File: src/core/sap_pkg.sv
package sap_pkg;
  // clock rate and conversion timing
  localparam int unsigned CLK_PERIOD_NS = 20;
  localparam int unsigned CONV_TIME_MAX_NS = 273;
  // longest time rounds down, at least one cycle
  localparam int unsigned CONV_CYCLES_RAW = CONV_TIME_MAX_NS / CLK_PERIOD_NS;
  localparam int unsigned CONV_CYCLES = (CONV_CYCLES_RAW < 1) ? 1 : CONV_CYCLES_RAW;
  localparam int unsigned ABORT_TIME_MAX_NS = 45;
  localparam int unsigned ABORT_CYCLES_RAW = ABORT_TIME_MAX_NS / CLK_PERIOD_NS;
  localparam int unsigned ABORT_CYCLES = (ABORT_CYCLES_RAW < 1) ? 1 : ABORT_CYCLES_RAW;
  // powerdown threshold and wake delay; plain defaults
  localparam int unsigned SHUTDOWN_THRESHOLD_TIME_NS = 1000;
  localparam int unsigned SHUTDOWN_CYCLES = SHUTDOWN_THRESHOLD_TIME_NS / CLK_PERIOD_NS;
  localparam int unsigned WAKE_DELAY_NS = 1000;
  localparam int unsigned WAKE_CYCLES = WAKE_DELAY_NS / CLK_PERIOD_NS;
  localparam int unsigned CNT_W = 16;
  localparam int unsigned RES_W = 14;
  localparam int unsigned BYTE_W = 8;
  localparam int unsigned LOW_W = 6;
  localparam logic [RES_W-1:0] CODE_FULL = 14'h3FFF;
  localparam logic [RES_W-1:0] CODE_ZERO = 14'h0000;
  localparam logic [RES_W-1:0] CODE_RESET = 14'h3F80;
  localparam logic [2:0] INVALID_CONVERSIONS = 3'h4;
  typedef enum logic [2:0] {ST_IDLE, ST_CONV, ST_RESET, ST_POWERDOWN, ST_WAKE} sap_state_t;
endpackage : sap_pkg

File: src/core/sap_adc_readout.sv
// Functional notes
// conversion self-timed, done within 273 ns
// result is 14-bit straight binary
// drive outputs only with select and read low
// otherwise result lines high impedance
// host avoids reads near trigger falling edge
// byte select low: full word, msb top
// 8-bit host reads upper lines twice
// byte select high: six low bits, zeros
// byte reads work with strobe pulsed or held
// reset input aborts conversion within 45 ns; code aborts 40 to 60 ns after the pin falls, through the sync
// reset phase presents code 3F80
// short reset pulse resumes without delay
// first four results after reset invalid
// host resets after supply reaches 95 percent
// long reset low enters powerdown
// powerdown exit waits wake delay
// busy high throughout each conversion
// select fall while busy and trigger high aborts
// host reads after busy low, checks 3F80
`timescale 1ns/1ps
`default_nettype none
module sap_adc_readout
  import sap_pkg::*;
#(
  parameter int unsigned SHUTDOWN_CYC = SHUTDOWN_CYCLES,
  parameter int unsigned WAKE_CYC = WAKE_CYCLES
)
(
  input wire logic clk_sys_i,
  input wire logic nrst_i,
  input wire logic conversion_trigger_n_i,
  input wire logic chip_select_n_i,
  input wire logic read_n_i,
  input wire logic byte_select_i,
  input wire logic sleep_or_init_n_i,
  input wire logic [RES_W-1:0] sample_code_i,
  output logic busy_o,
  output logic powered_down_o,
  output logic result_valid_o,
  output logic [RES_W-1:0] result_bus_lines_o,
  output logic [RES_W-1:0] result_bus_lines_oe_o
);
  // pin synchronisers: stage one feeds only stage two
  logic [4:0] pin_s1_reg;
  logic [4:0] pin_s2_reg;
  logic [4:0] pin_d_reg;
  logic [4:0] pin_raw;
  logic trig_n;
  logic cs_n;
  logic rd_n;
  logic byte_sel;
  logic slp_n;

  // raw pins gathered so each synchroniser bit can pick its own
  assign pin_raw = {sleep_or_init_n_i, byte_select_i, read_n_i, chip_select_n_i, conversion_trigger_n_i};

  genvar gi;
  generate
    for (gi = 0; gi < 5; gi++)
    begin : g_sync
      always_ff @(posedge clk_sys_i)
      begin
        if (!nrst_i)
        begin
          pin_s1_reg[gi] <= 1'b1;
          pin_s2_reg[gi] <= 1'b1;
          pin_d_reg[gi] <= 1'b1;
        end
        else
        begin
          pin_s1_reg[gi] <= pin_raw[gi];
          pin_s2_reg[gi] <= pin_s1_reg[gi];
          pin_d_reg[gi] <= pin_s2_reg[gi];
        end
      end
    end
  endgenerate

  assign trig_n = pin_s2_reg[0];
  assign cs_n = pin_s2_reg[1];
  assign rd_n = pin_s2_reg[2];
  assign byte_sel = pin_s2_reg[3];
  assign slp_n = pin_s2_reg[4];

  // edge events on synchronised pins
  logic trig_fall;
  logic cs_fall;
  logic slp_fall;
  logic slp_rise;
  assign trig_fall = pin_d_reg[0] && !trig_n;
  assign cs_fall = pin_d_reg[1] && !cs_n;
  assign slp_fall = pin_d_reg[4] && !slp_n;
  assign slp_rise = !pin_d_reg[4] && slp_n;

  // conversion and reset sequencer
  sap_state_t state_reg;
  sap_state_t state_next;
  logic [CNT_W-1:0] cnt_reg;
  logic [CNT_W-1:0] cnt_next;
  logic [2:0] warm_reg;
  logic [2:0] warm_next;
  logic [RES_W-1:0] shown_reg;
  logic [RES_W-1:0] shown_next;
  logic push;
  logic [RES_W:0] push_data;
  logic buf_ready;
  logic buf_valid;
  logic [RES_W:0] buf_data;
  logic flush;

  always_comb
  begin
    state_next = state_reg;
    cnt_next = cnt_reg;
    warm_next = warm_reg;
    shown_next = shown_reg;
    push = 1'b0;
    push_data = {1'b0, CODE_ZERO};
    flush = 1'b0;
    if (slp_fall)
    begin
      // abort on the edge after sync, 40 to 60 ns after the pin falls against the 45 ns bound
      state_next = ST_RESET;
      cnt_next = '0;
      shown_next = CODE_RESET;
      flush = 1'b1;
    end
    else
    begin
      case (state_reg)
        ST_IDLE:
        begin
          if (trig_fall)
          begin
            state_next = ST_CONV;
            cnt_next = '0;
          end
        end
        ST_CONV:
        begin
          cnt_next = cnt_reg + 1'b1;
          if (cs_fall && !trig_n)
          begin
            state_next = ST_CONV;
          end
          if (cs_fall && trig_n)
          begin
            state_next = ST_IDLE;
            shown_next = CODE_RESET;
          end
          else if (cnt_reg == CNT_W'(CONV_CYCLES - 1))
          begin
            // self-timed end, no host clock needed
            state_next = ST_IDLE;
            shown_next = sample_code_i;
            // a full buffer means the host fell behind; the word is still shown on the bus
            push = buf_ready;
            push_data = {(warm_reg == INVALID_CONVERSIONS), sample_code_i};
            if (warm_reg != INVALID_CONVERSIONS)
              warm_next = warm_reg + 1'b1;
          end
        end
        ST_RESET:
        begin
          cnt_next = cnt_reg + 1'b1;
          if (slp_rise)
          begin
            state_next = ST_IDLE;
            warm_next = '0;
          end
          else if (cnt_reg == CNT_W'(SHUTDOWN_CYC))
          begin
            state_next = ST_POWERDOWN;
          end
        end
        ST_POWERDOWN:
        begin
          if (slp_rise)
          begin
            state_next = ST_WAKE;
            cnt_next = '0;
            warm_next = '0;
          end
        end
        ST_WAKE:
        begin
          cnt_next = cnt_reg + 1'b1;
          if (cnt_reg == CNT_W'(WAKE_CYC - 1))
            state_next = ST_IDLE;
        end
        default:
        begin
          state_next = ST_IDLE;
        end
      endcase
    end
  end

  always_ff @(posedge clk_sys_i)
  begin
    if (!nrst_i)
    begin
      state_reg <= ST_IDLE;
      cnt_reg <= '0;
      warm_reg <= 3'h0;
      shown_reg <= CODE_ZERO;
    end
    else
    begin
      state_reg <= state_next;
      cnt_reg <= cnt_next;
      warm_reg <= warm_next;
      shown_reg <= shown_next;
    end
  end

  // results queue for the side stream; each read strobe fall with select low retires one word
  logic rd_take;
  assign rd_take = !cs_n && pin_d_reg[2] && !rd_n;

  sap_skid_buf u_buf (
    .clk_sys_i(clk_sys_i),
    .nrst_i(nrst_i),
    .flush_i(flush),
    .in_valid_i(push),
    .in_ready_o(buf_ready),
    .in_data_i(push_data),
    .out_valid_o(buf_valid),
    .out_ready_i(rd_take),
    .out_data_o(buf_data)
  );

  // busy and status outputs
  assign busy_o = (state_reg == ST_CONV);
  assign powered_down_o = (state_reg == ST_POWERDOWN);
  assign result_valid_o = buf_valid && buf_data[RES_W];

  // output word and enables; byte select alone picks the half, strobe style irrelevant
  logic [RES_W-1:0] word;
  logic show_reset;
  logic [RES_W-1:0] bus_reg;
  logic [RES_W-1:0] bus_next;
  assign show_reset = (state_reg == ST_RESET);

  // next data word for the pins
  always_comb
  begin
    word = show_reset ? CODE_RESET : shown_reg;
    if (byte_sel)
      bus_next = {word[LOW_W-1:0], 2'h0, 6'h00};
    else
      bus_next = word;
  end

  // data pins from a flop: one cycle more latency, but no glitch on a state change
  always_ff @(posedge clk_sys_i)
  begin
    if (!nrst_i)
      bus_reg <= CODE_ZERO;
    else
      bus_reg <= bus_next;
  end

  assign result_bus_lines_o = bus_reg;

  // enables track synchronised select and read; the byte half follows byte select on every cycle
  assign result_bus_lines_oe_o = (!cs_n && !rd_n) ? {RES_W{1'b1}} : {RES_W{1'b0}};
endmodule : sap_adc_readout
`default_nettype wire

File: src/core/sap_skid_buf.sv
`timescale 1ns/1ps
`default_nettype none
// two-entry buffer; input ready drops only when both slots are full
module sap_skid_buf
  import sap_pkg::*;
(
  input wire logic clk_sys_i,
  input wire logic nrst_i,
  input wire logic flush_i,
  input wire logic in_valid_i,
  output logic in_ready_o,
  input wire logic [RES_W:0] in_data_i,
  output logic out_valid_o,
  input wire logic out_ready_i,
  output logic [RES_W:0] out_data_o
);
  logic [RES_W:0] slot_reg [2];
  logic [RES_W:0] slot_next [2];
  logic [1:0] count_reg;
  logic [1:0] count_next;
  logic push;
  logic pop;

  assign in_ready_o = (count_reg != 2'h2);
  assign out_valid_o = (count_reg != 2'h0);
  assign out_data_o = slot_reg[0];
  assign push = in_valid_i && in_ready_o;
  assign pop = out_valid_o && out_ready_i;

  // slot 0 is always the head; shift on pop
  always_comb
  begin
    slot_next[0] = slot_reg[0];
    slot_next[1] = slot_reg[1];
    count_next = count_reg;
    if (flush_i)
    begin
      count_next = 2'h0;
    end
    else
    begin
      if (pop)
      begin
        slot_next[0] = slot_reg[1];
      end
      if (push)
      begin
        if (count_reg == 2'h0 || (count_reg == 2'h1 && pop))
          slot_next[0] = in_data_i;
        else
          slot_next[1] = in_data_i;
      end
      count_next = count_reg + {1'b0, push} - {1'b0, pop};
    end
  end

  always_ff @(posedge clk_sys_i)
  begin
    if (!nrst_i)
    begin
      count_reg <= 2'h0;
      slot_reg[0] <= '0;
      slot_reg[1] <= '0;
    end
    else
    begin
      count_reg <= count_next;
      slot_reg[0] <= slot_next[0];
      slot_reg[1] <= slot_next[1];
    end
  end
endmodule : sap_skid_buf
`default_nettype wire

File: config.mk
export PLATFORM = sky130hd
export DESIGN_NAME = sap_adc_readout
export DESIGN_NICKNAME = d
export VERILOG_FILES = /design/src/core/sap_pkg.sv /design/src/core/sap_adc_readout.sv /design/src/core/sap_skid_buf.sv
export SDC_FILE = /design/constraint.sdc
export NUM_CORES = 1
export LEC_CHECK = 0
export BUFFER_PORTS_ARGS = -buffer_cell sky130_fd_sc_hd__buf_4
export CAP_MARGIN = 20
export CELL_PAD_IN_SITES_DETAIL_PLACEMENT = 1
export CELL_PAD_IN_SITES_GLOBAL_PLACEMENT = 1
export CORE_MARGIN = 2
export CORE_UTILIZATION = 40
export CTS_CLUSTER_DIAMETER = 30
export DETAILED_ROUTE_END_ITERATION = 8
export GPL_ROUTABILITY_DRIVEN = 0
export PLACE_DENSITY = 0.77
export SKIP_LAST_GASP = 1
export SYNTH_ARGS = -nofsm -noshare
export SYNTH_HDL_FRONTEND = slang
export SYNTH_SLANG_ARGS = --single-unit
File: constraint.sdc
create_clock -name clk_sys_i -period 2.5 [get_ports clk_sys_i]
set_clock_uncertainty 0.1 [all_clocks]
set_input_delay 0.375 -clock clk_sys_i [delete_from_list [all_inputs] [get_ports clk_sys_i]]
set_output_delay 0.375 -clock clk_sys_i [all_outputs]
set_load 0.05 [all_outputs]
==> qor.yml, run 1 <==
synth_top_cell_area_share_pct: 43.00
cts_setup_buffers: 0
pin_count: 52
clk_pin_slew_ps: 80
worstSetupPathType: "flop to flop"
synthXorXnorAreaFrac_pct: 3.597
vias: 2590
drc_errors: 0
rr_startpoint: "cs_n"
slew_viol_final: 0
start_util_pct: 41.18
largest_register_ffs: 16
numCtsBuffers: 9
wl_per_cell_um: 15.35
cellPowerDensity_nw_per_um2: 735.0
fin_crit_ps: 2354
cp.arrival_ps: 2530
drive_gt1_share_pct: 24.42
core.rowCount: 32
whs_ps: 104.1
grt_overflow: 0
die_h_um: 92.96
drt_pre_antenna_iters: 4
synthSimpleGateAreaFrac_pct: 27.87
syn_area_um2: 3166
antenna_found_initial: 0
report.power.total_mw: 2.796
grt_usage_pct: 18.33
grt_pass1_vias: 2563
viasPerCell: 5.275
period_share_pct: 94.18
max-cap-violations: 0
grt_pass1_wl_mm: 12.52
cts_buffer_depth: 2
startpoint_type: "flop"
setup_tns_ps: 0
synthCells: 339
hold_buffers: 0
synth_area_leader_cell: "dfxtp_1"
synth_edf_count: 0
slew_headroom_pct: 49.15
synth_compound_area_share_pct: 13.36
placed_cells: 475
min-delay-start: "read_n_i"
antenna_left: 0
yosysSeqAreaShare_pct: 43.00
htreeDepth: 3
design_area_um2: 3804
clkLatencyLatePin_ps: 350
hold_class: "input pin to flop"
finalWirelength_mm: 7.538
fin_nets: 414
io_buffers: 51
yosysWarnings: 0
synthArstFlopShare_pct: 0
syn-num-nets: 369
crit_required_ps: 2680
crit_path_end_kind: "flop"
placed_area_um2: 3590
syn_area_per_cell_um2: 9.338
fill_cells: 910
synth_top_family_by_area: "simple AND/OR/NAND/NOR gates"
hpwl_mm: 5.372
diodes: 0
ir_drop_mv: 0.3054
dieArea_um2: 8642
status: "finished, final reports clean"
fmax_mhz: 424.7
crit_fanout: 5
setup_violations: 0
reg2reg_setup_slack_ps: 150
ys_seq_elements: 68
worst_slack_ps: 145.6
place_ws_ps: 137.8
cts_tree: "done"
core_area_um2: 7687
p_leak_nw: 1.461
yosysUniqueCellTypes: 64
grt_max_degree: 22
drt_iter0_markers: 63
synth_fa_ha_area_share_pct: 3.557
die_w_um: 92.96
finalHoldViolations: 0
max_slew.worst_pin.slew_ps: 759.9
dominantRegCellSynth: "dfxtp_1"
worstSetupStartpoint: "cs_n"
final_cells: 491
rsz0062_at_grt: "false"
cts.sinks: 68
synthMuxAreaShare_pct: 1.621
postLayoutCoreUtil_pct: 49.48
clock_tree.root_cell: "clkbuf_8"
synthTopCellsByArea: "dfxtp_1 43%, nor2_1 4.5%, ha_1 3.6%"
syn_to_final_growth_pct: 20.16
cts_resized: 0
layout by cell type, fill, tap and decap left out, drive strengths merged, types with 9 or more instances in the layout:
| master | instances |
|---|---|
| and2 | 14 |
| buf | 60 |
| clkbuf | 9 |
| dfxtp | 68 |
| ha | 9 |
| inv | 18 |
| nand2 | 10 |
| nand2b | 17 |
| nand3 | 13 |
| nor2 | 38 |
| nor4 | 9 |
| or4 | 10 |
| xnor2 | 10 |
Yosys cell counts (2+ instances only):
cell and instances:
clkbuf_1 9, o21a_1 2, and2_1 14, nor4_2 2
dfxtp_1 68, nand2_1 10, xnor2_1 10, nor3b_1 4
o311a_1 8, a21oi_1 7, o21ai_0 4, or3_1 4
buf_2 3, buf_4 14, o21ai_1 2, nand3_1 12
nor2_1 38, or4_1 9, a22oi_1 7, inv_1 14
nor4_1 6, xor2_1 3, nor2b_1 4, o31ai_1 4
nand4_1 7, nor3_1 3, mux2i_1 4, nand2b_1 17
nand3b_1 2, o2bb2ai_1 6, ha_1 9
worst max-delay path, cell delays in order (launching register included):
cell and delay (ps):
dfxtp_1 340, or3b_2 520, nor2_2 190, ha_1 290, or4_4 550, a21o_1 180, a21oi_2 120
metal layers:
| layer | global-route usage (%) | up-vias | share of wire, % |
|---|---|---|---|
| li1 | - | 1299 | - |
| met1 | 23.96 | 1227 | 46 |
| met5 | 0 | - | 0 |
| met3 | 4.068 | 10 | 4.7 |
| met4 | 6.495 | 0 | 1.4 |
| met2 | 29.77 | 54 | 48 |
layout make-up:
| cell class | count | area (um2) | share of cell area (%) |
|---|---|---|---|
| Tap cell | 102 | 127.6 | 3.355 |
| Sequential cell | 68 | 1361 | 35.79 |
| Clock buffer | 9 | 123.9 | 3.257 |
| Multi-Input combinational cell | 229 | 1589 | 41.78 |
| Inverter | 16 | 67.56 | 1.776 |
| Timing Repair Buffer | 60 | 450.4 | 11.84 |
| Clock inverter | 7 | 83.83 | 2.204 |
worst paths after layout:
kind	end	cells past startpoint
setup / recovery	u_buf.count_reg[1]	6
hold / removal	pin_s1_reg[2]	2
setup reg to reg	u_buf.count_reg[1]	6
hold reg to reg	cs_n	1
report_power, final:
part	total, mW	switching (mW)	internal, mW
Clock	0.955	0.477	0.478
Combinational	0.643	0.394	0.249
Sequential	1.20	0.0660	1.13
cell families (layout without fill, tap and decap cells):
logic type,Yosys count,in the layout
AO/OA/AOI/OAI,55,55
AND/OR/NAND/NOR,147,147
XOR/XNOR,13,13
multiplexers,5,5
buffers and inverters,42,92
flip-flops,68,68
adder cells (fa/ha/maj),9,9
No activity file was read; power rests on OpenSTA's default activity.
==> run 2: changes to the inputs <==
--- a/config.mk
+++ b/config.mk
@@ -9,12 +9,14 @@
 export CAP_MARGIN = 20
 export CELL_PAD_IN_SITES_DETAIL_PLACEMENT = 1
 export CELL_PAD_IN_SITES_GLOBAL_PLACEMENT = 1
+export CORE_ASPECT_RATIO = 0.5
 export CORE_MARGIN = 2
 export CORE_UTILIZATION = 40
 export CTS_CLUSTER_DIAMETER = 30
 export DETAILED_ROUTE_END_ITERATION = 8
 export GPL_ROUTABILITY_DRIVEN = 0
 export PLACE_DENSITY = 0.77
+export REMOVE_ABC_BUFFERS = 1
 export SKIP_LAST_GASP = 1
 export SYNTH_ARGS = -nofsm -noshare
 export SYNTH_HDL_FRONTEND = slang
==> qor.yml, run 2 (synthesis results as in run 1) <==
max_slew.worst_pin.slew_ps: 578.8
drive_gt1_share_pct: 24.42
rr_startpoint: "cs_n"
syn_to_final_growth_pct: 24.27
antenna_found_initial: 0
startpoint_type: "flop"
period_share_pct: 96.47
wl_per_cell_um: 16.87
final_common_cell: "dfxtp_1"
die_w_um: 129.8
die_h_um: 66.91
clock_tree.root_cell: "clkbuf_16"
core_area_um2: 7487
antenna_left: 0
fmax_mhz: 414.6
drc_errors: 0
pwr-share-clk_pct: 42.2
whs_path_depth: 2
fill_cells: 855
power_frac_seq_pct: 37.4
met1_usage_pct: 22.93
setup_violations: 0
grt_use_met3_pct: 5.783
placed_cells: 481
grt_overflow: 0
htreeDepth: 3
max-cap-violations: 0
dieArea_um2: 8685
diodes: 0
grt_usage_pct: 20.63
finalWirelength_mm: 8.382
design_area_um2: 3934
rsz0062_at_grt: "false"
cp.arrival_ps: 2570
grt_max_degree: 26
p_leak_nw: 1.522
ff2ff_path_depth: 6
cellPowerDensity_nw_per_um2: 816.5
slew_headroom_pct: 61.41
numCtsBuffers: 9
crit_path_end_kind: "flop"
finalHoldViolations: 0
cts.sinks: 68
crit_required_ps: 2660
vias: 2639
fin_nets: 414
reg2reg_setup_slack_ps: 90
multi_input_area_um2: 1603
hpwl_mm: 5.858
hold_class: "input pin to flop"
worst_slack_ps: 88.22
drt_iter0_markers: 103
status: "finished, final reports clean"
worstSetupStartpoint: "cs_n"
cts_buffer_depth: 2
worstSetupPathType: "flop to flop"
grt_pass1_vias: 2741
fin_crit_ps: 2412
busiest_layer: "met2"
report.power.total_mw: 3.212
drt_pre_antenna_iters: 4
cts_tree: "done"
crit_fanout: 5
pwr-share-comb_pct: 20.4
grtUsageMet2_pct: 37.11
final_cells: 497
grt_pass1_wl_mm: 13.51
viasPerCell: 5.310
largest_register_ffs: 16
clk_pin_slew_ps: 60
pin_count: 52
ir_drop_mv: 0.4298
regArea_um2: 1361
io_buffers: 51
internal_power_mw: 2.260
clkLatencyLatePin_ps: 330
setup_tns_ps: 0
min-delay-start: "read_n_i"
start_util_pct: 42.28
hold_buffers: 0
slew_viol_final: 0
cts_setup_buffers: 0
core.rowCount: 22
switching_share_pct: 29.64
final_cell_mix: "68 x dfxtp_1, 60 x buf_4, 37 x nor2_1"
place_ws_ps: 95.89
placed_area_um2: 3597
switchingPower_uw: 951.9
## run 2: cell types whose count changed in the layout (fill, tap and decap cells not counted)
cell        change
clkbuf_1        +1
nor4_2          -1
clkbuf_16       +9
clkbuf_8        -9
clkinv_2        +2
clkinv_4        -1
inv_8           -1
a2111oi_1       -1
bufinv_16       +1
clkinvlp_4      -1
inv_6           -1
nor4_4          +1
a2111oi_2       +1
## run 2: timing repair
| item | 4_1_cts | 5_1_grt |
|---|---|---|
| resized for setup | 0 | 4 |
| hold endpoints to repair | 0 | 0 |
| endpoints found under the setup margin | 0 | 15 |
## run 2: worst max-delay path, stage by stage, from the launching register on
cell	delay [ps]
dfxtp_1	340
or3b_2	520
nor2_1	210
ha_1	310
or4_4	550
a21o_1	190
a21oi_2	120
## run 2: worst paths after layout
kind                                            to
worst max register to register  u_buf.count_reg[1]
worst min-delay path                 pin_s1_reg[2]
worst max-delay path            u_buf.count_reg[1]
worst min register to register            byte_sel
## run 2: metal layers
layer,up-vias,wire length [um],part of all wire [%]
met3,13,319,3.8
met5,-,0,0
met2,42,4346,52
li1,1293,-,-
met1,1291,3559,42
met4,0,157,1.9
## run 2: area by class of cell
cell class	instances	area share [%]
multi-input combinational	229	40.74
sequential	68	34.61
timing repair buffer	60	11.45
clock buffer	10	5.821
tap	108	3.435
clock inverter	6	2.226
inverter	16	1.718
## run 2: power by group through the flow
stage | Sequential [mW] | Clock (mW) | Combinational (mW)
after floorplan | 1.22 | 0 | 0.433
after global placement | 1.22 | 0 | 0.614
after detailed placement | 1.22 | 0 | 0.636
after CTS | 1.20 | 1.38 | 0.651
after global routing | 1.21 | 1.43 | 0.718
final | 1.20 | 1.36 | 0.654
## run 2: through the flow
step,utilization [%],hold slack (ps)
finish,52.54,121.6
global route,52.54,114.4
CTS,52.27,116.2
detailed placement,48.04,301.0
global placement,48.04,290.8
floorplan,-,286.3
==> run 3: changes to the inputs <==
==> constraint.sdc (replaced) <==
create_clock -name clk_sys_i -period 2.8 [get_ports clk_sys_i]
set_clock_uncertainty 0.1 [all_clocks]
set_input_delay 0.42 -clock clk_sys_i [delete_from_list [all_inputs] [get_ports clk_sys_i]]
set_output_delay 0.42 -clock clk_sys_i [all_outputs]
set_load 0.05 [all_outputs]
==> qor.yml, run 3 (synthesis results as in run 1) <==
drt_pre_antenna_iters: 4
ff2ff_path_depth: 7
hold_class: "input pin to flop"
cellPowerDensity_nw_per_um2: 718.2
hpwl_mm: 5.651
clkLatencyLatePin_ps: 330
r2r_end: "shown_reg[11]"
cp.arrival_ps: 2610
antenna_left: 0
startpoint_type: "flop"
antenna_found_initial: 0
finalHoldViolations: 0
placed_cells: 477
crit_required_ps: 2920
viasPerCell: 5.294
cts_setup_buffers: 0
wl_per_cell_um: 15.96
vias: 2610
worstSetupPathType: "flop to flop"
hold_buffers: 0
core_area_um2: 7487
grt_max_degree: 24
status: "finished, final reports clean"
diodes: 0
place_ws_ps: 309.5
crit_fanout: 14
grt_overflow: 0
drt_iter0_markers: 90
slew_viol_final: 0
drc_errors: 0
io_buffers: 51
clk_pin_slew_ps: 60
whs_path_depth: 2
placed_area_um2: 3567
numCtsBuffers: 9
start_util_pct: 42.28
cp_slowest_cell: "or4_1"
setup_violations: 0
fmax_mhz: 401.4
finalWirelength_mm: 7.867
dieArea_um2: 8685
crit_path_end_kind: "flop"
largest_register_ffs: 16
max-cap-violations: 0
cts_buffer_depth: 2
pin_count: 52
clock_tree.root_cell: "clkbuf_16"
syn_to_final_growth_pct: 22.29
fin_nets: 410
slew_headroom_pct: 33.39
max_slew.worst_pin.slew_ps: 992.5
period_share_pct: 88.97
min-delay-start: "sleep_or_init_n_i"
rr_startpoint: "cnt_reg[0]"
ir_drop_mv: 0.3230
final_cell_mix: "68 x dfxtp_1, 56 x buf_4, 38 x nor2_1"
cts.sinks: 68
htreeDepth: 3
fin_crit_ps: 2491
fill_cells: 867
slowest_delay_ps: 530
die_h_um: 66.91
rsz0062_at_grt: "false"
grt_usage_pct: 19.01
reg2reg_setup_slack_ps: 310
cts_tree: "done"
core.rowCount: 22
p_leak_nw: 1.476
worst_slack_ps: 308.8
final_cells: 493
grt_pass1_wl_mm: 12.45
design_area_um2: 3871
cts_resized: 0
crit_chain: "inv_1 > ha_1 > nor3b_1 > and4_2 > o21ai_1 > or4_1 > o311a_1"
grt_pass1_vias: 2570
final_common_cell: "dfxtp_1"
hold_end: "pin_s1_reg[4]"
drive_gt1_share_pct: 22.86
die_w_um: 129.8
## run 3: worst max-delay path by stage
stage               start                       end  depth (start not counted)
2_1_floorplan        rd_n  result_bus_lines_oe_o[0]                          1
3_3_place_gp         cs_n        u_buf.count_reg[1]                          6
3_5_place_dp   cnt_reg[0]             shown_reg[11]                          7
4_1_cts        cnt_reg[0]              shown_reg[3]                          7
5_1_grt        cnt_reg[0]              shown_reg[4]                          7
6_report       cnt_reg[0]             shown_reg[11]                          7
## run 3: critical path, delay by kind of cell, from the launching register on
| kind | cells | cell delay [ps] |
|---|---|---|
| AND/OR/NAND/NOR | 3 | 1170 |
| AO/OA/AOI/OAI | 2 | 450 |
| flip-flops | 1 | 350 |
| adder cells (fa/ha/maj) | 1 | 160 |
| buffers and inverters | 1 | 140 |
## run 3: through the flow
step | power, mW | setup TNS [ps] | hold slack [ps] | util (%)
floorplan | 1.474 | -92410 | 286.3 | -
global placement | 1.634 | 0 | 295.2 | 47.64
detailed placement | 1.662 | 0 | 300.7 | 47.64
CTS | 2.816 | 0 | 158.7 | 51.70
global route | 2.914 | 0 | 166.1 | 51.70
finish | 2.780 | 0 | 169.6 | 51.70
## run 3: routing by layer
| metal | track usage, % | routed length [um] | up-vias |
|---|---|---|---|
| met5 | 0 | 0 | - |
| met4 | 7.258 | 86 | 0 |
| met3 | 5.622 | 345 | 8 |
| met2 | 33.97 | 3918 | 45 |
| met1 | 21.65 | 3516 | 1272 |
| li1 | - | - | 1285 |
## run 3: cell type report
| type | count | area (um2) | area share, % |
|---|---|---|---|
| tap | 108 | 135.1 | 3.491 |
| multi-input combinational | 229 | 1583 | 40.89 |
| clock inverter | 5 | 61.31 | 1.584 |
| sequential | 68 | 1361 | 35.16 |
| clock buffer | 11 | 242.7 | 6.270 |
| inverter | 16 | 67.56 | 1.745 |
| timing repair buffer | 56 | 420.4 | 10.86 |
## run 3: report_power, final
part	internal [mW]	total [mW]	leakage (nW)	switching [mW]
combinational	0.222	0.576	0.786	0.354
clock	0.714	1.13	0.138	0.419
sequential	1.01	1.07	0.552	0.0578
